$ cat config.mk
export PLATFORM = sky130hd
export DESIGN_NAME = bsc_unit
export DESIGN_NICKNAME = d
export VERILOG_FILES = /design/src/hw/bsc_pkg.sv /design/src/hw/bsc_unit.sv
export SDC_FILE = /design/constraint.sdc
export NUM_CORES = 1
export LEC_CHECK = 0
export CORE_UTILIZATION = 55
export CTS_BUF_LIST = sky130_fd_sc_hd__clkbuf_16
export DETAILED_ROUTE_END_ITERATION = 8
export DONT_BUFFER_PORTS = 1
export PLACE_DENSITY_LB_ADDON = 0.25
export SYNTH_ARGS = -nofsm -noshare
export SYNTH_HDL_FRONTEND = slang
export SYNTH_SLANG_ARGS = --single-unit
$ cat constraint.sdc
create_clock -name clock -period 7 [get_ports clock]
set_input_delay 0.7 -clock clock [delete_from_list [all_inputs] [get_ports clock]]
set_output_delay 0.7 -clock clock [all_outputs]
set_load 0.02 [all_outputs]
$ cat src/hw/bsc_pkg.sv
// constants, operation codes and request carrier for the branch, skip and compare unit
// assumes a decoder upstream that presents one decoded operation with its operands already read
package bsc_pkg;
   localparam int PC_W = 16;
   localparam int K_W = 7;
   localparam int CYC_W = 3;
   // flag register bit positions
   localparam logic [2:0] FLAG_C = 3'h0;
   localparam logic [2:0] FLAG_Z = 3'h1;
   localparam logic [2:0] FLAG_N = 3'h2;
   localparam logic [2:0] FLAG_V = 3'h3;
   localparam logic [2:0] FLAG_S = 3'h4;
   localparam logic [2:0] FLAG_H = 3'h5;
   localparam logic [2:0] FLAG_T = 3'h6;
   localparam logic [2:0] FLAG_I = 3'h7;
   // cycle counts
   localparam logic [CYC_W-1:0] CYC_SHORT = 3'h1;
   localparam logic [CYC_W-1:0] CYC_TAKEN = 3'h2;
   localparam logic [CYC_W-1:0] CYC_SKIP_LONG = 3'h3;
   localparam logic [CYC_W-1:0] CYC_PTR_CALL = 3'h3;
   localparam logic [CYC_W-1:0] CYC_CALL_RET = 3'h4;
   // pc steps
   localparam logic [PC_W-1:0] PC_STEP_ONE = 16'h0001;
   localparam logic [PC_W-1:0] PC_STEP_TWO = 16'h0002;
   localparam logic [PC_W-1:0] PC_STEP_THREE = 16'h0003;
   localparam logic [PC_W-1:0] PC_RESET = 16'h0000;
   localparam logic [7:0] FLAGS_RESET = 8'h00;

   typedef enum logic [4:0] {
      OP_POINTER_SUBROUTINE_JUMP = 5'h00,
      OP_DIRECT_SUBROUTINE_JUMP = 5'h01,
      OP_SUBROUTINE_EXIT = 5'h02,
      OP_INTERRUPT_EXIT = 5'h03,
      OP_COMPARE_SKIP_EQUAL = 5'h04,
      OP_COMPARE_REGISTERS = 5'h05,
      OP_COMPARE_WITH_BORROW = 5'h06,
      OP_COMPARE_IMMEDIATE = 5'h07,
      OP_SKIP_REG_BIT_CLEAR = 5'h08,
      OP_SKIP_REG_BIT_SET = 5'h09,
      OP_SKIP_IO_BIT_CLEAR = 5'h0a,
      OP_SKIP_IO_BIT_SET = 5'h0b,
      OP_BRANCH_FLAG_SET = 5'h0c,
      OP_BRANCH_FLAG_CLEAR = 5'h0d,
      OP_BRANCH_EQUAL = 5'h0e,
      OP_BRANCH_NOT_EQUAL = 5'h0f,
      OP_BRANCH_CARRY_SET = 5'h10,
      OP_BRANCH_CARRY_CLEAR = 5'h11,
      OP_BRANCH_SAME_OR_HIGHER = 5'h12,
      OP_BRANCH_UNSIGNED_LOWER = 5'h13,
      OP_BRANCH_NEGATIVE = 5'h14,
      OP_BRANCH_POSITIVE = 5'h15,
      OP_BRANCH_SIGNED_GE = 5'h16,
      OP_BRANCH_SIGNED_LESS = 5'h17,
      OP_BRANCH_HALF_CARRY_SET = 5'h18,
      OP_BRANCH_HALF_CARRY_CLEAR = 5'h19,
      OP_BRANCH_TRANSFER_SET = 5'h1a,
      OP_BRANCH_TRANSFER_CLEAR = 5'h1b,
      OP_BRANCH_OVERFLOW_SET = 5'h1c,
      OP_BRANCH_OVERFLOW_CLEAR = 5'h1d
   } bsc_op_t;

   typedef struct packed {
      logic valid;
      bsc_op_t op;
      logic [PC_W-1:0] pc;
      logic [7:0] rd_val;
      logic [7:0] rr_val;
      logic [7:0] imm;
      logic [2:0] bit_sel;
      logic [7:0] io_val;
      logic [2:0] flag_sel;
      logic [K_W-1:0] offset;
      logic [PC_W-1:0] target;
      logic next_two_word;
   } bsc_req_t;

   typedef enum logic [1:0] {
      ST_READY = 2'b01,
      ST_BUSY = 2'b10
   } bsc_state_t;
endpackage

$ cat src/hw/bsc_unit.sv
// program-flow execution: calls, returns, compares, skips and flag branches
// assumes the core presents pc, flags, pointer and stack top on the same clock and applies
// the pc, flag and stack results on the cycle the done pulse shows
`timescale 1ns/1ps
module bsc_unit (
   input wire logic clock,
   input wire logic srst,
   input bsc_pkg::bsc_req_t req,
   input wire logic [7:0] flags_in,
   input wire logic [15:0] zptr,
   input wire logic [15:0] stack_top,
   output logic req_ready_r,
   output logic done_r,
   output logic pc_wr_r,
   output logic [15:0] pc_new_r,
   output logic push_r,
   output logic [15:0] push_data_r,
   output logic pop_r,
   output logic flags_wr_r,
   output logic [7:0] flags_new_r
);
   import bsc_pkg::*;

   bsc_state_t state_r;
   logic [CYC_W-1:0] cnt_r;
   logic accept;
   // results computed at accept time, held until the op's last cycle
   logic [CYC_W-1:0] cyc_nxt;
   logic [PC_W-1:0] pc_nxt;
   logic push_nxt;
   logic [PC_W-1:0] push_data_nxt;
   logic pop_nxt;
   logic fwr_nxt;
   logic [7:0] flags_nxt;
   logic [PC_W-1:0] pc_hold_r;
   logic push_hold_r;
   logic [PC_W-1:0] push_data_hold_r;
   logic pop_hold_r;
   logic fwr_hold_r;
   logic [7:0] flags_hold_r;
   // comparator and condition helpers
   logic [7:0] sub_rhs;
   logic sub_cin;
   logic [8:0] sub_full;
   logic [7:0] sub_res;
   logic cond_known;
   logic [2:0] cond_sel;
   logic cond_want;
   logic cond_hit;
   logic skip_hit;
   logic [PC_W-1:0] rel_target;
   logic [PC_W-1:0] skip_target;

   assign accept = req.valid && (state_r == ST_READY);

   always_comb begin
      sub_rhs = (req.op == OP_COMPARE_IMMEDIATE) ? req.imm : req.rr_val;
      sub_cin = (req.op == OP_COMPARE_WITH_BORROW) ? flags_in[FLAG_C] : 1'b0;
      sub_full = {1'b0, req.rd_val} - {1'b0, sub_rhs} - {8'h00, sub_cin};
      sub_res = sub_full[7:0];
   end

   // map every branch but the two signed ones onto a flag index and the level that takes it
   always_comb begin
      cond_known = 1'b1;
      cond_sel = req.flag_sel;
      cond_want = 1'b1;
      case (req.op)
         OP_BRANCH_FLAG_SET: cond_want = 1'b1;
         OP_BRANCH_FLAG_CLEAR: cond_want = 1'b0;
         OP_BRANCH_EQUAL: begin
            cond_sel = FLAG_Z;
            cond_want = 1'b1;
         end
         OP_BRANCH_NOT_EQUAL: begin
            cond_sel = FLAG_Z;
            cond_want = 1'b0;
         end
         OP_BRANCH_CARRY_SET, OP_BRANCH_UNSIGNED_LOWER: begin
            cond_sel = FLAG_C;
            cond_want = 1'b1;
         end
         OP_BRANCH_CARRY_CLEAR, OP_BRANCH_SAME_OR_HIGHER: begin
            cond_sel = FLAG_C;
            cond_want = 1'b0;
         end
         OP_BRANCH_NEGATIVE: begin
            cond_sel = FLAG_N;
            cond_want = 1'b1;
         end
         OP_BRANCH_POSITIVE: begin
            cond_sel = FLAG_N;
            cond_want = 1'b0;
         end
         OP_BRANCH_HALF_CARRY_SET: begin
            cond_sel = FLAG_H;
            cond_want = 1'b1;
         end
         OP_BRANCH_HALF_CARRY_CLEAR: begin
            cond_sel = FLAG_H;
            cond_want = 1'b0;
         end
         OP_BRANCH_TRANSFER_SET: begin
            cond_sel = FLAG_T;
            cond_want = 1'b1;
         end
         OP_BRANCH_TRANSFER_CLEAR: begin
            cond_sel = FLAG_T;
            cond_want = 1'b0;
         end
         OP_BRANCH_OVERFLOW_SET: begin
            cond_sel = FLAG_V;
            cond_want = 1'b1;
         end
         OP_BRANCH_OVERFLOW_CLEAR: begin
            cond_sel = FLAG_V;
            cond_want = 1'b0;
         end
         // signed tests use N xor V, handled below
         OP_BRANCH_SIGNED_GE: cond_want = 1'b0;
         OP_BRANCH_SIGNED_LESS: cond_want = 1'b1;
         default: cond_known = 1'b0;
      endcase
   end

   always_comb begin
      if ((req.op == OP_BRANCH_SIGNED_GE) || (req.op == OP_BRANCH_SIGNED_LESS)) begin
         cond_hit = ((flags_in[FLAG_N] ^ flags_in[FLAG_V]) == cond_want);
      end else begin
         cond_hit = cond_known && (flags_in[cond_sel] == cond_want);
      end
   end

   always_comb begin
      case (req.op)
         OP_COMPARE_SKIP_EQUAL: skip_hit = (req.rd_val == req.rr_val);
         OP_SKIP_REG_BIT_CLEAR: skip_hit = ~req.rr_val[req.bit_sel];
         OP_SKIP_REG_BIT_SET: skip_hit = req.rr_val[req.bit_sel];
         OP_SKIP_IO_BIT_CLEAR: skip_hit = ~req.io_val[req.bit_sel];
         OP_SKIP_IO_BIT_SET: skip_hit = req.io_val[req.bit_sel];
         default: skip_hit = 1'b0;
      endcase
   end

   // pc + k + 1 with k sign extended; wraps at the pc width like the real counter
   assign rel_target = req.pc + {{(PC_W-K_W){req.offset[K_W-1]}}, req.offset} + PC_STEP_ONE;
   assign skip_target = req.pc + (req.next_two_word ? PC_STEP_THREE : PC_STEP_TWO);

   always_comb begin
      cyc_nxt = CYC_SHORT;
      pc_nxt = req.pc + PC_STEP_ONE;
      push_nxt = 1'b0;
      push_data_nxt = req.pc + PC_STEP_ONE;
      pop_nxt = 1'b0;
      fwr_nxt = 1'b0;
      flags_nxt = flags_in;
      case (req.op)
         OP_POINTER_SUBROUTINE_JUMP: begin
            cyc_nxt = CYC_PTR_CALL;
            pc_nxt = zptr;
            push_nxt = 1'b1;
         end
         OP_DIRECT_SUBROUTINE_JUMP: begin
            // the target word follows the opcode, so return past both words
            cyc_nxt = CYC_CALL_RET;
            pc_nxt = req.target;
            push_nxt = 1'b1;
            push_data_nxt = req.pc + PC_STEP_TWO;
         end
         OP_SUBROUTINE_EXIT: begin
            cyc_nxt = CYC_CALL_RET;
            pc_nxt = stack_top;
            pop_nxt = 1'b1;
         end
         OP_INTERRUPT_EXIT: begin
            cyc_nxt = CYC_CALL_RET;
            pc_nxt = stack_top;
            pop_nxt = 1'b1;
            fwr_nxt = 1'b1;
            flags_nxt[FLAG_I] = 1'b1;
         end
         OP_COMPARE_REGISTERS, OP_COMPARE_WITH_BORROW, OP_COMPARE_IMMEDIATE: begin
            fwr_nxt = 1'b1;
            flags_nxt[FLAG_C] = sub_full[8];
            flags_nxt[FLAG_N] = sub_res[7];
            flags_nxt[FLAG_V] = (req.rd_val[7] & ~sub_rhs[7] & ~sub_res[7]) |
                                (~req.rd_val[7] & sub_rhs[7] & sub_res[7]);
            flags_nxt[FLAG_H] = (~req.rd_val[3] & sub_rhs[3]) | (sub_rhs[3] & sub_res[3]) |
                                (sub_res[3] & ~req.rd_val[3]);
            // the borrow form keeps Z only if the earlier bytes were zero too
            if (req.op == OP_COMPARE_WITH_BORROW) begin
               flags_nxt[FLAG_Z] = (sub_res == 8'h00) & flags_in[FLAG_Z];
            end else begin
               flags_nxt[FLAG_Z] = (sub_res == 8'h00);
            end
         end
         OP_COMPARE_SKIP_EQUAL, OP_SKIP_REG_BIT_CLEAR, OP_SKIP_REG_BIT_SET,
         OP_SKIP_IO_BIT_CLEAR, OP_SKIP_IO_BIT_SET: begin
            if (skip_hit) begin
               cyc_nxt = req.next_two_word ? CYC_SKIP_LONG : CYC_TAKEN;
               pc_nxt = skip_target;
            end
         end
         default: begin
            if (cond_hit) begin
               cyc_nxt = CYC_TAKEN;
               pc_nxt = rel_target;
            end
         end
      endcase
   end

   // sequencing: ready drops for multi-cycle ops, done marks the last cycle
   always_ff @(posedge clock) begin
      if (srst) begin
         state_r <= ST_READY;
         cnt_r <= '0;
         req_ready_r <= 1'b1;
      end else begin
         case (state_r)
            ST_READY: begin
               if (accept && (cyc_nxt != CYC_SHORT)) begin
                  state_r <= ST_BUSY;
                  cnt_r <= cyc_nxt - CYC_SHORT;
                  req_ready_r <= 1'b0;
               end
            end
            ST_BUSY: begin
               cnt_r <= cnt_r - CYC_SHORT;
               if (cnt_r == CYC_SHORT) begin
                  state_r <= ST_READY;
                  req_ready_r <= 1'b1;
               end
            end
            default: begin
               state_r <= ST_READY;
               req_ready_r <= 1'b1;
            end
         endcase
      end
   end

   always_ff @(posedge clock) begin
      if (srst) begin
         pc_hold_r <= PC_RESET;
         push_hold_r <= 1'b0;
         push_data_hold_r <= PC_RESET;
         pop_hold_r <= 1'b0;
         fwr_hold_r <= 1'b0;
         flags_hold_r <= FLAGS_RESET;
      end else if (accept) begin
         pc_hold_r <= pc_nxt;
         push_hold_r <= push_nxt;
         push_data_hold_r <= push_data_nxt;
         pop_hold_r <= pop_nxt;
         fwr_hold_r <= fwr_nxt;
         flags_hold_r <= flags_nxt;
      end
   end

   // results appear together with done; a one-cycle op shows them the cycle after accept
   always_ff @(posedge clock) begin
      if (srst) begin
         done_r <= 1'b0;
         pc_wr_r <= 1'b0;
         pc_new_r <= PC_RESET;
         push_r <= 1'b0;
         push_data_r <= PC_RESET;
         pop_r <= 1'b0;
         flags_wr_r <= 1'b0;
         flags_new_r <= FLAGS_RESET;
      end else if (accept && (state_r == ST_READY) && (cyc_nxt == CYC_SHORT)) begin
         done_r <= 1'b1;
         pc_wr_r <= 1'b1;
         pc_new_r <= pc_nxt;
         push_r <= push_nxt;
         push_data_r <= push_data_nxt;
         pop_r <= pop_nxt;
         flags_wr_r <= fwr_nxt;
         flags_new_r <= flags_nxt;
      end else if ((state_r == ST_BUSY) && (cnt_r == CYC_SHORT)) begin
         done_r <= 1'b1;
         pc_wr_r <= 1'b1;
         pc_new_r <= pc_hold_r;
         push_r <= push_hold_r;
         push_data_r <= push_data_hold_r;
         pop_r <= pop_hold_r;
         flags_wr_r <= fwr_hold_r;
         flags_new_r <= flags_hold_r;
      end else begin
         done_r <= 1'b0;
         pc_wr_r <= 1'b0;
         push_r <= 1'b0;
         pop_r <= 1'b0;
         flags_wr_r <= 1'b0;
      end
   end
endmodule // bsc_unit

==> impl_metrics.py, run 1 <==
metrics = {
    "route": {
        "ant_nets": 0,
        "drtIter0Drc": 605,
        "drc_errors": 0,
        "dr.pass1.iters": 5,
        "vias_per_cell": 6.25,
        "drt_wl_total_mm": 20.9,
        "wl_per_cell_um": 19.6,
        "vias": 6681,
    },
    "floorplanning": {
        "row_count": 41,
        "die_area_mm2": 0.0137,
        "io_pins": 172,
        "die_h_um": 117,
        "coreArea_mm2": 0.0128,
        "initial_core_util": 0.570,
        "die_w_um": 117,
    },
    "pwr": {
        "vdd_ir_drop_max_mv": 0.0978,
        "p_per_area_mw_per_mm2": 207,
        "power.leakage_nw": 2.83,
    },
    "sta": {
        "period_share": 0.642,
        "finalHoldViolCount": 0,
        "final.min_clock_period_ns": 4.49,
        "fmax_ghz": 0.223,
        "rsz0062_at_grt": "false",
        "setup_viol": 0,
        "fin_ws_ns": 2.51,
        "skew_ns": 0.00791,
        "drv_slew": 0,
        "fin_tns_setup_ns": 0,
        "max_slew.worst_pin.slew_ns": 1.13,
        "relSlewSlack": 0.241,
        "worst_hold_slack_ns": 0.426,
    },
    "worst_setup_path": {
        "r2r_slack_ns": 4.41,
        "critPathMaxStageDelay_ns": 0.62,
        "path_cells": "mux4_2 > mux4_2 > xnor2_1 > a21oi_1 > buf_4 > a21oi_1 > a31oi_1 > ha_1 > nand2_1 > nor2_4 > nor2_1 > a22oi_1 > nor2b_1 > a221oi_1",
        "crit_end": "pc_new_r[2]$_SDFFE_PP0P_",
        "startpoint": "req[36]",
        "rr_worst_depth": 7,
        "cp_max_fo": 21,
        "required_ns": 7.24,
        "path_class": "input port to flop",
        "end_kind": "flop",
        "worstReg2RegStart": "state_r[0]$_SDFFE_PP1P_",
        "crit_path_top_delay_cell": "nor2_1",
        "crit_arrival_ns": 4.74,
        "start_kind": "input port",
        "reg2reg_to": "pc_new_r[2]$_SDFFE_PP0P_",
    },
    "final_layout": {
        "seqCellArea_mm2": 0.00184,
        "fill_cells": 1187,
        "multiInputGateArea_mm2": 0.00501,
        "antenna_cells": 0,
        "area_delta_synth_final_pct": 3.93,
        "drive_above_1_share": 0.0502,
        "fin_nets": 1060,
    },
    "synth": {
        "synth_seq_area_share": 0.253,
        "ys_top_cells_by_area": "dfxtp_1, a211oi_1, ha_1, xnor2_1, nor2_1",
        "syn_area_mm2": 0.00729,
        "synthCells": 942,
        "synth_area_per_cell_um2": 7.73,
        "yosysTopAreaCellShare": 0.253,
        "yosysUniqueCellTypes": 66,
        "synth_edf_count": 0,
        "synth_ff_type": "dfxtp_1",
        "ys_seq_elements": 92,
        "yosysWarnings": 0,
        "yosysTopAreaCell": "dfxtp_1",
        "async_flop_share": 0,
        "synth_nets": 1110,
    },
    "clocking": {
        "numCtsBuffers": 9,
        "post_cts_buffers": 0,
        "holdBufCountCts": 0,
        "cts_tree": "done",
        "cts_sinks": 92,
        "clk_pin_slew_ns": 0.07,
        "h-tree-depth": 3,
        "insertion_delay_ns": 0.34,
        "clockBufferDepth": 2,
        "post_cts_resized": 0,
        "cts_root_buffer": "clkbuf_16",
    },
    "flow_run": {
        "cap_violations": 0,
    },
    "global_routing": {
        "grt_pass1_wl_mm": 32.2,
        "grt_antenna_before_repair": 0,
        "grt_max_degree": 95,
        "grt_pass1_vias": 6083,
        "grt_overflow": 0,
        "grtUsageTotal": 0.311,
    },
    "placement": {
        "pre_cts_slack_ns": 2.22,
        "gp_congestion": 1.02,
        "io_buffers": 0,
        "dp_hpwl_mm": 15.8,
    },
    "worst_hold_path": {
        "worstHoldPathType": "input port to flop",
    },
    "run_status": {
        "status": "completed",
    },
}
[synthesized netlist by cell type (31+ instances only)]
library cell and n:
xnor2_1 47, a211oi_1 80, inv_1 50, clkbuf_1 58, mux2i_1 33, dfxtp_1 92, ha_1 39, nand2_1 77
nor2b_1 31, nor2_1 108, a21oi_1 65, o21ai_0 31
[critical path: cells and delay by family]
kind	cells	cell delay, ns
buffers and inverters	1	0.22
multiplexers	2	0.95
adder cells (fa/ha/maj)	1	0.26
AO/OA/AOI/OAI	5	1.34
AND/OR/NAND/NOR	4	1.08
XOR/XNOR	1	0.15
[sequential cells by signal, indices dropped and copies added (netlist names), 2 cells and up]
| signal | flops |
|---|---|
| flags_hold_r | 8 |
| cnt_r | 3 |
| push_data_r | 16 |
| push_data_hold_r | 16 |
| state_r | 2 |
| flags_new_r | 8 |
| pc_hold_r | 16 |
| pc_new_r | 16 |
[layout by cell type, fill, tap and decap left out, types with 12 or more instances in the layout]
master	netlist	final
a211oi_1	80	80
nor2_1	108	105
dfxtp_1	92	92
o21ai_0	31	31
mux2i_1	33	33
xnor2_1	47	47
xor2_1	26	26
nor2b_1	31	31
nand3_1	17	17
nor3_1	12	12
a21oi_1	65	65
nand2_1	77	77
ha_1	39	39
inv_1	50	51
[routing by layer]
layer	GRT usage	part of all wire
met5	0	0
met4	0.107	0.026
met3	0.0788	0.092
met2	0.484	0.44
met1	0.418	0.44
[power by group]
part | internal (W) | switching [W] | total [W]
logic | 0.000190 | 0.000263 | 0.000453
clock network | 0.000272 | 0.000196 | 0.000468
registers | 0.000582 | 0.0000684 | 0.000650
total | 0.00104 | 0.000528 | 0.00157
[cells by family (layout without fill, tap and decap cells)]
logic type,after synthesis,count (layout),synth area share
muxes,47,47,0.0752
AOI/OAI and AO/OA,271,271,0.251
adders and majority gates,42,42,0.0752
xor gates and xnor gates,73,73,0.0878
DFF,92,92,0.253
and+or+nand+nor,302,302,0.196
buffers and inverters,115,70,0.0622
[cell type report]
cell class                      instances  area share
Clock buffer                            9      0.0297
Clock inverter                          7     0.00777
Inverter                               50      0.0248
Multi-Input combinational cell        735       0.662
Sequential cell                        92       0.243
Tap cell                              172      0.0284
Timing Repair Buffer                    4     0.00397
[how the worst min path moves through the flow]
stage | slack, ns | cells past startpoint | startpoint | endpoint
global route | 0.41 | 1 | srst | pc_hold_r[3]$_SDFFE_PP0P_
detailed placement | 0.44 | 2 | flags_hold_r[5]$_SDFFE_PP0P_ | flags_hold_r[5]$_SDFFE_PP0P_
global placement | 0.43 | 2 | pop_hold_r$_SDFFE_PP0P_ | pop_hold_r$_SDFFE_PP0P_
floorplan | 0.43 | 2 | pop_hold_r$_SDFFE_PP0P_ | pop_hold_r$_SDFFE_PP0P_
finish | 0.43 | 1 | srst | push_data_hold_r[3]$_SDFFE_PP0P_
CTS | 0.42 | 1 | srst | cnt_r[0]$_SDFFE_PP0P_
[metrics by stage]
| step | total power, W | area [um^2] | std cells | util |
|---|---|---|---|---|
| floorplan | 0.00102 | 7290 | 942 | - |
| global placement | 0.00110 | 7290 | 1053 | 0.571 |
| detailed placement | 0.00111 | 7290 | 1053 | 0.571 |
| CTS | 0.00157 | 7570 | 1069 | 0.593 |
| global route | 0.00166 | 7570 | 1069 | 0.593 |
| finish | 0.00157 | 7570 | 1069 | 0.593 |
Power figures use the tool's default switching activity.
==> run 2: changes to the inputs <==
==> constraint.sdc (replaced) <==
create_clock -name clock -period 4.5 [get_ports clock]
set_input_delay 0.45 -clock clock [delete_from_list [all_inputs] [get_ports clock]]
set_output_delay 0.45 -clock clock [all_outputs]
set_load 0.02 [all_outputs]
==> run 2 against run 1 <==
Compared with the run above: largest cell class unchanged; via count grew 0.63%; setup slack lost 1.7 ns; count of clock-buffer cells in the layout is the same; sequential share of layout area shrank 0.34 points; critical path depth is the same; global-route usage grew 0.56 points; non-clock buffer count grew 7; final cell count grew 0.65%; wire length grew 0.96%; utilization grew 0.84 points.
==> impl_metrics.py, run 2 (synthesis results as in run 1) <==
metrics = {
    "final_layout": {
        "layout_common_cells": "nor2_1, dfxtp_1, a211oi_1",
        "final_core_util": 0.601,
        "multiInputGateArea_mm2": 0.00501,
        "layout_commonest_cell": "nor2_1",
        "fill_cells": 1177,
        "antenna_cells": 0,
        "fin_nets": 1067,
        "drive_above_1_share": 0.0586,
        "seqCellArea_mm2": 0.00184,
        "area_delta_synth_final_pct": 5.41,
    },
    "floorplanning": {
        "coreArea_mm2": 0.0128,
        "die_area_mm2": 0.0137,
        "row_count": 41,
        "die_h_um": 117,
        "initial_core_util": 0.570,
        "die_w_um": 117,
        "io_pins": 172,
    },
    "sta": {
        "rsz0062_at_grt": "false",
        "drv_slew": 0,
        "fmax_ghz": 0.271,
        "finalHoldViolCount": 0,
        "setup_viol": 0,
        "fin_tns_setup_ns": 0,
        "period_share": 0.820,
        "final.min_clock_period_ns": 3.69,
        "fin_ws_ns": 0.808,
        "relSlewSlack": 0.427,
        "skew_ns": 0.00499,
        "max_slew.worst_pin.slew_ns": 0.856,
    },
    "route": {
        "ant_nets": 0,
        "drc_errors": 0,
        "drtIter0Drc": 632,
        "dr.pass1.iters": 6,
        "wl_per_cell_um": 19.6,
        "vias_per_cell": 6.25,
        "drt_wl_total_mm": 21.1,
        "vias": 6723,
    },
    "worst_setup_path": {
        "path_class": "input port to flop",
        "start_kind": "input port",
        "end_kind": "flop",
        "required_ns": 4.78,
        "startpoint": "req[81]",
        "worstReg2RegStart": "state_r[0]$_SDFFE_PP1P_",
        "crit_arrival_ns": 3.97,
        "cp_max_fo": 13,
    },
    "pwr": {
        "p_int_w": 0.00175,
        "p_per_area_mw_per_mm2": 336,
        "p_seq_frac": 0.393,
        "vdd_ir_drop_max_mv": 0.179,
        "p_sw_frac": 0.324,
        "clock_power_share": 0.331,
        "p_sw_w": 0.000836,
        "comb_power_share": 0.276,
        "power.leakage_nw": 2.88,
    },
    "placement": {
        "dp_hpwl_mm": 15.9,
        "io_buffers": 0,
        "gp_congestion": 0.989,
        "pre_cts_slack_ns": 0.457,
    },
    "clocking": {
        "clockBufferDepth": 2,
        "insertion_delay_ns": 0.34,
        "post_cts_resized": 0,
        "cts_tree": "done",
        "clk_pin_slew_ns": 0.06,
        "cts_root_buffer": "clkbuf_16",
        "post_cts_buffers": 0,
        "holdBufCountCts": 0,
        "cts_sinks": 92,
        "numCtsBuffers": 9,
        "h-tree-depth": 3,
    },
    "run_status": {
        "status": "completed",
    },
    "worst_hold_path": {
        "hp-start": "srst",
        "worstHoldPathType": "input port to flop",
    },
    "global_routing": {
        "grt_pass1_wl_mm": 33.2,
        "grt_overflow": 0,
        "grt_antenna_before_repair": 0,
        "grt_pass1_vias": 6202,
        "grtUsageTotal": 0.317,
        "grt_max_degree": 95,
    },
    "flow_run": {
        "cap_violations": 0,
    },
}
## run 2: cell count changes in the layout (fill, tap and decap cells not counted), sizes merged
cell,delta
buf,+7
bufinv,+2
clkinv,-2
## run 2: path summary, 6_finish.rpt
check / cells after the start / endpoint / slack [ns]
worst max-delay path: 14 / flags_new_r[0]$_SDFFE_PP0P_ / 0.81
worst min-delay path: 1 / pop_hold_r$_SDFFE_PP0P_ / 0.19
worst max register to register: 7 / pc_new_r[2]$_SDFFE_PP0P_ / 1.87
worst min register to register: 2 / pop_hold_r$_SDFFE_PP0P_ / 0.45
## run 2: layout make-up
class	count	area share
Sequential cell	92	0.240
Clock buffer	9	0.0293
Tap cell	172	0.0280
Multi-Input combinational cell	735	0.653
Timing Repair Buffer	11	0.0108
Inverter	50	0.0244
Clock inverter	7	0.0148
## run 2: per-layer routing
| metal | GRT usage | vias up | routed length [um] |
|---|---|---|---|
| met5 | 0 | - | 0 |
| met4 | 0.0717 | 0 | 316 |
| met1 | 0.434 | 3088 | 9400 |
| met2 | 0.511 | 311 | 9560 |
| met3 | 0.0664 | 24 | 1830 |
| li1 | - | 3300 | - |
## run 2: power by group through the flow
stage	Combinational, W	Clock [W]	Sequential, W
floorplan	0.000584	0	0.00101
global placement	0.000688	0	0.00103
detailed placement	0.000699	0	0.00103
CTS	0.000705	0.000864	0.00101
global route	0.000794	0.000904	0.00103
finish	0.000713	0.000856	0.00101
## run 2: worst max-delay path, cell delays in order
cell	delay, ns
nor2_1	0.21
nand4_1	0.42
mux2_2	0.43
fa_1	0.42
fa_1	0.41
a21boi_0	0.38
o21ai_0	0.13
nand2b_1	0.08
a21oi_1	0.09
o21bai_1	0.16
a21oi_1	0.10
xnor2_1	0.16
or3_1	0.35
a31oi_1	0.15
## run 2: per-stage QoR
stage | hold WS, ns | instance area [um^2] | cells | total power, W
floorplan | 0.432 | 7290 | 942 | 0.00159
global placement | 0.435 | 7340 | 1060 | 0.00172
detailed placement | 0.442 | 7340 | 1060 | 0.00173
CTS | 0.170 | 7680 | 1076 | 0.00258
global route | 0.159 | 7680 | 1076 | 0.00272
finish | 0.187 | 7680 | 1076 | 0.00258
==> run 3: changes to the inputs <==
--- a/config.mk
+++ b/config.mk
@@ -5,6 +5,7 @@
 export SDC_FILE = /design/constraint.sdc
 export NUM_CORES = 1
 export LEC_CHECK = 0
+export ABC_AREA = 1
 export CORE_UTILIZATION = 55
 export CTS_BUF_LIST = sky130_fd_sc_hd__clkbuf_16
 export DETAILED_ROUTE_END_ITERATION = 8
==> constraint.sdc (replaced) <==
create_clock -name clock -period 3.45 [get_ports clock]
set_input_delay 0.345 -clock clock [delete_from_list [all_inputs] [get_ports clock]]
set_output_delay 0.345 -clock clock [all_outputs]
set_load 0.02 [all_outputs]
==> run 3 against run 2 <==
Compared with the run above: clock power grew 15%; synthesized cell count up 31%; first-iteration DRC count grew 11%; total power increased by 32%; hold slack got worse by 0.10 ns; critical endpoint unchanged; global-route usage rose by 1.5 points.
==> impl_metrics.py, run 3 <==
metrics = {
    "run_status": {
        "status": "completed",
    },
    "pwr": {
        "power.leakage_nw": 3.95,
        "p_seq_frac": 0.397,
        "p_sw_frac": 0.385,
        "p_per_area_mw_per_mm2": 414,
        "vdd_ir_drop_max_mv": 0.243,
        "clock_power_share": 0.288,
        "comb_power_share": 0.315,
        "p_sw_w": 0.00131,
        "p_int_w": 0.00210,
    },
    "synth": {
        "synth_common_cells": "nand2_1, inv_1, o21ai_0",
        "yosysWarnings": 0,
        "synth_area_per_cell_um2": 6.27,
        "syn_area_mm2": 0.00775,
        "synth_seq_area_share": 0.238,
        "ys_seq_elements": 92,
        "synth_nets": 1404,
        "synth.most_common_cell": "nand2_1",
        "synth_ff_type": "dfxtp_1",
        "yosysTopAreaCellShare": 0.238,
        "ys_top_cells_by_area": "dfxtp_1, nand2_1, inv_1, o21ai_0, ha_1",
        "synth_edf_count": 0,
        "synthCells": 1236,
        "yosysUniqueCellTypes": 49,
        "yosysTopAreaCell": "dfxtp_1",
        "async_flop_share": 0,
    },
    "floorplanning": {
        "die_w_um": 121,
        "row_count": 43,
        "io_pins": 172,
        "die_h_um": 121,
        "die_area_mm2": 0.0146,
        "coreArea_mm2": 0.0138,
        "initial_core_util": 0.561,
    },
    "global_routing": {
        "grt_antenna_before_repair": 0,
        "grtUsageTotal": 0.331,
        "grt_pass1_vias": 7139,
        "grt_overflow": 0,
        "grt_max_degree": 57,
        "grt_pass1_wl_mm": 37.5,
    },
    "clocking": {
        "post_cts_buffers": 0,
        "clockBufferDepth": 2,
        "post_cts_resized": 0,
        "holdBufCountCts": 0,
        "insertion_delay_ns": 0.35,
        "numCtsBuffers": 9,
        "cts_tree": "done",
        "cts_sinks": 92,
        "clk_pin_slew_ns": 0.07,
        "cts_root_buffer": "clkbuf_16",
        "h-tree-depth": 3,
    },
    "final_layout": {
        "area_delta_synth_final_pct": 6.42,
        "layout_commonest_cell": "nand2_1",
        "drive_above_1_share": 0.0733,
        "fin_nets": 1390,
        "fill_cells": 1338,
        "layout_common_cells": "nand2_1, inv_1, o21ai_0",
        "antenna_cells": 0,
    },
    "sta": {
        "fin_ws_ns": 0.501,
        "final.min_clock_period_ns": 2.95,
        "max_slew.worst_pin.slew_ns": 1.03,
        "finalHoldViolCount": 0,
        "skew_ns": 0.00923,
        "relSlewSlack": 0.310,
        "period_share": 0.855,
        "setup_viol": 0,
        "drv_slew": 0,
        "fmax_ghz": 0.339,
        "rsz0062_at_grt": "false",
        "fin_tns_setup_ns": 0,
    },
    "route": {
        "wl_per_cell_um": 17.0,
        "drt_wl_total_mm": 23.9,
        "drtIter0Drc": 700,
        "vias_per_cell": 5.68,
        "ant_nets": 0,
        "drc_errors": 0,
        "vias": 7997,
        "dr.pass1.iters": 5,
    },
    "placement": {
        "pre_cts_slack_ns": 0.180,
        "gp_congestion": 0.972,
        "io_buffers": 0,
        "dp_hpwl_mm": 18.7,
    },
    "worst_setup_path": {
        "path_class": "input port to flop",
        "required_ns": 3.72,
        "critPathMaxStageDelay_ns": 0.44,
        "r2r_slack_ns": 1.00,
        "start_kind": "input port",
        "crit_path_top_delay_cell": "fa_1",
        "path_cells": "inv_2 > nor2_2 > nand2_1 > nor2_1 > a21oi_1 > fa_1 > fa_1 > nand2_1 > a21o_1 > a21oi_1 > o21bai_1 > a21oi_1 > nor2_1 > nor2_1 > xnor2_1 > o21ai_0 > nand2_1 > a31oi_1",
        "end_kind": "flop",
        "cp_max_fo": 8,
        "crit_arrival_ns": 3.22,
    },
    "flow_run": {
        "cap_violations": 0,
    },
    "worst_hold_path": {
        "worstHoldPathType": "input port to flop",
    },
}
==> run 3: per-stage QoR <==
stage	util	std cells	hold slack (ns)	power (W)	instance area, um^2
final	0.597	1407	0.0834	0.00341	8250
after global routing	0.597	1407	0.0579	0.00361	8250
after CTS	0.597	1407	0.0514	0.00341	8250
after detailed placement	0.576	1391	0.423	0.00244	7960
after global placement	0.576	1391	0.421	0.00242	7960
after floorplan	-	1236	0.422	0.00218	7750
==> run 3: layout make-up <==
class | count | area, um^2 | share of cell area
flip-flops and latches | 92 | 1840 | 0.223
inverters | 201 | 754 | 0.0914
clock buffers | 9 | 225 | 0.0273
clock inverters | 7 | 65.1 | 0.00789
repair buffers | 24 | 193 | 0.0234
well taps | 180 | 225 | 0.0273
multi-input cells | 894 | 4950 | 0.599
==> run 3: path summary, 6_finish.rpt <==
| path | startpoint | end | cells after the start |
|---|---|---|---|
| worst max-delay path | req[80] | flags_new_r[0]$_SDFFE_PP0P_ | 18 |
| worst min register to register | pop_hold_r$_SDFFE_PP0P_ | pop_r$_SDFF_PP0_ | 2 |
| worst min-delay path | srst | push_data_r[15]$_SDFFE_PP0P_ | 1 |
| worst max register to register | cnt_r[1]$_SDFFE_PP0P_ | pc_new_r[13]$_SDFFE_PP0P_ | 11 |
==> run 3: power by group through the flow <==
stage / clock (W) / sequential, W / combinational [W]
CTS: 0.000988 / 0.00136 / 0.00106
global placement: 0 / 0.00138 / 0.00104
global route: 0.00103 / 0.00137 / 0.00121
floorplan: 0 / 0.00135 / 0.000831
detailed placement: 0 / 0.00138 / 0.00106
finish: 0.000982 / 0.00136 / 0.00107
==> run 3: per-layer routing <==
layer / global-route usage / part of all wire / routed length [um]
met1: 0.454 / 0.45 / 10600
met2: 0.514 / 0.43 / 10400
met3: 0.0675 / 0.087 / 2080
met4: 0.114 / 0.033 / 783
met5: 0 / 0 / 0
==> run 3: kinds of logic (layout without fill, tap and decap cells) <==
family          after synthesis  after routing  synth area share
buf+inv                     250            241             0.125
xor+xnor                     59             59            0.0667
flops                        92             92             0.238
compound gates              295            295             0.222
simple gates                492            492             0.270
fa+ha+maj                    42             42            0.0707
mux                           6              6           0.00855
==> run 3: critical path, delay by kind of cell <==
| family | cells | cell delay, ns |
|---|---|---|
| AO/OA/AOI/OAI | 7 | 1.02 |
| XOR/XNOR | 1 | 0.11 |
| adder cells (fa/ha/maj) | 2 | 0.85 |
| buffers and inverters | 1 | 0.03 |
| AND/OR/NAND/NOR | 7 | 0.88 |
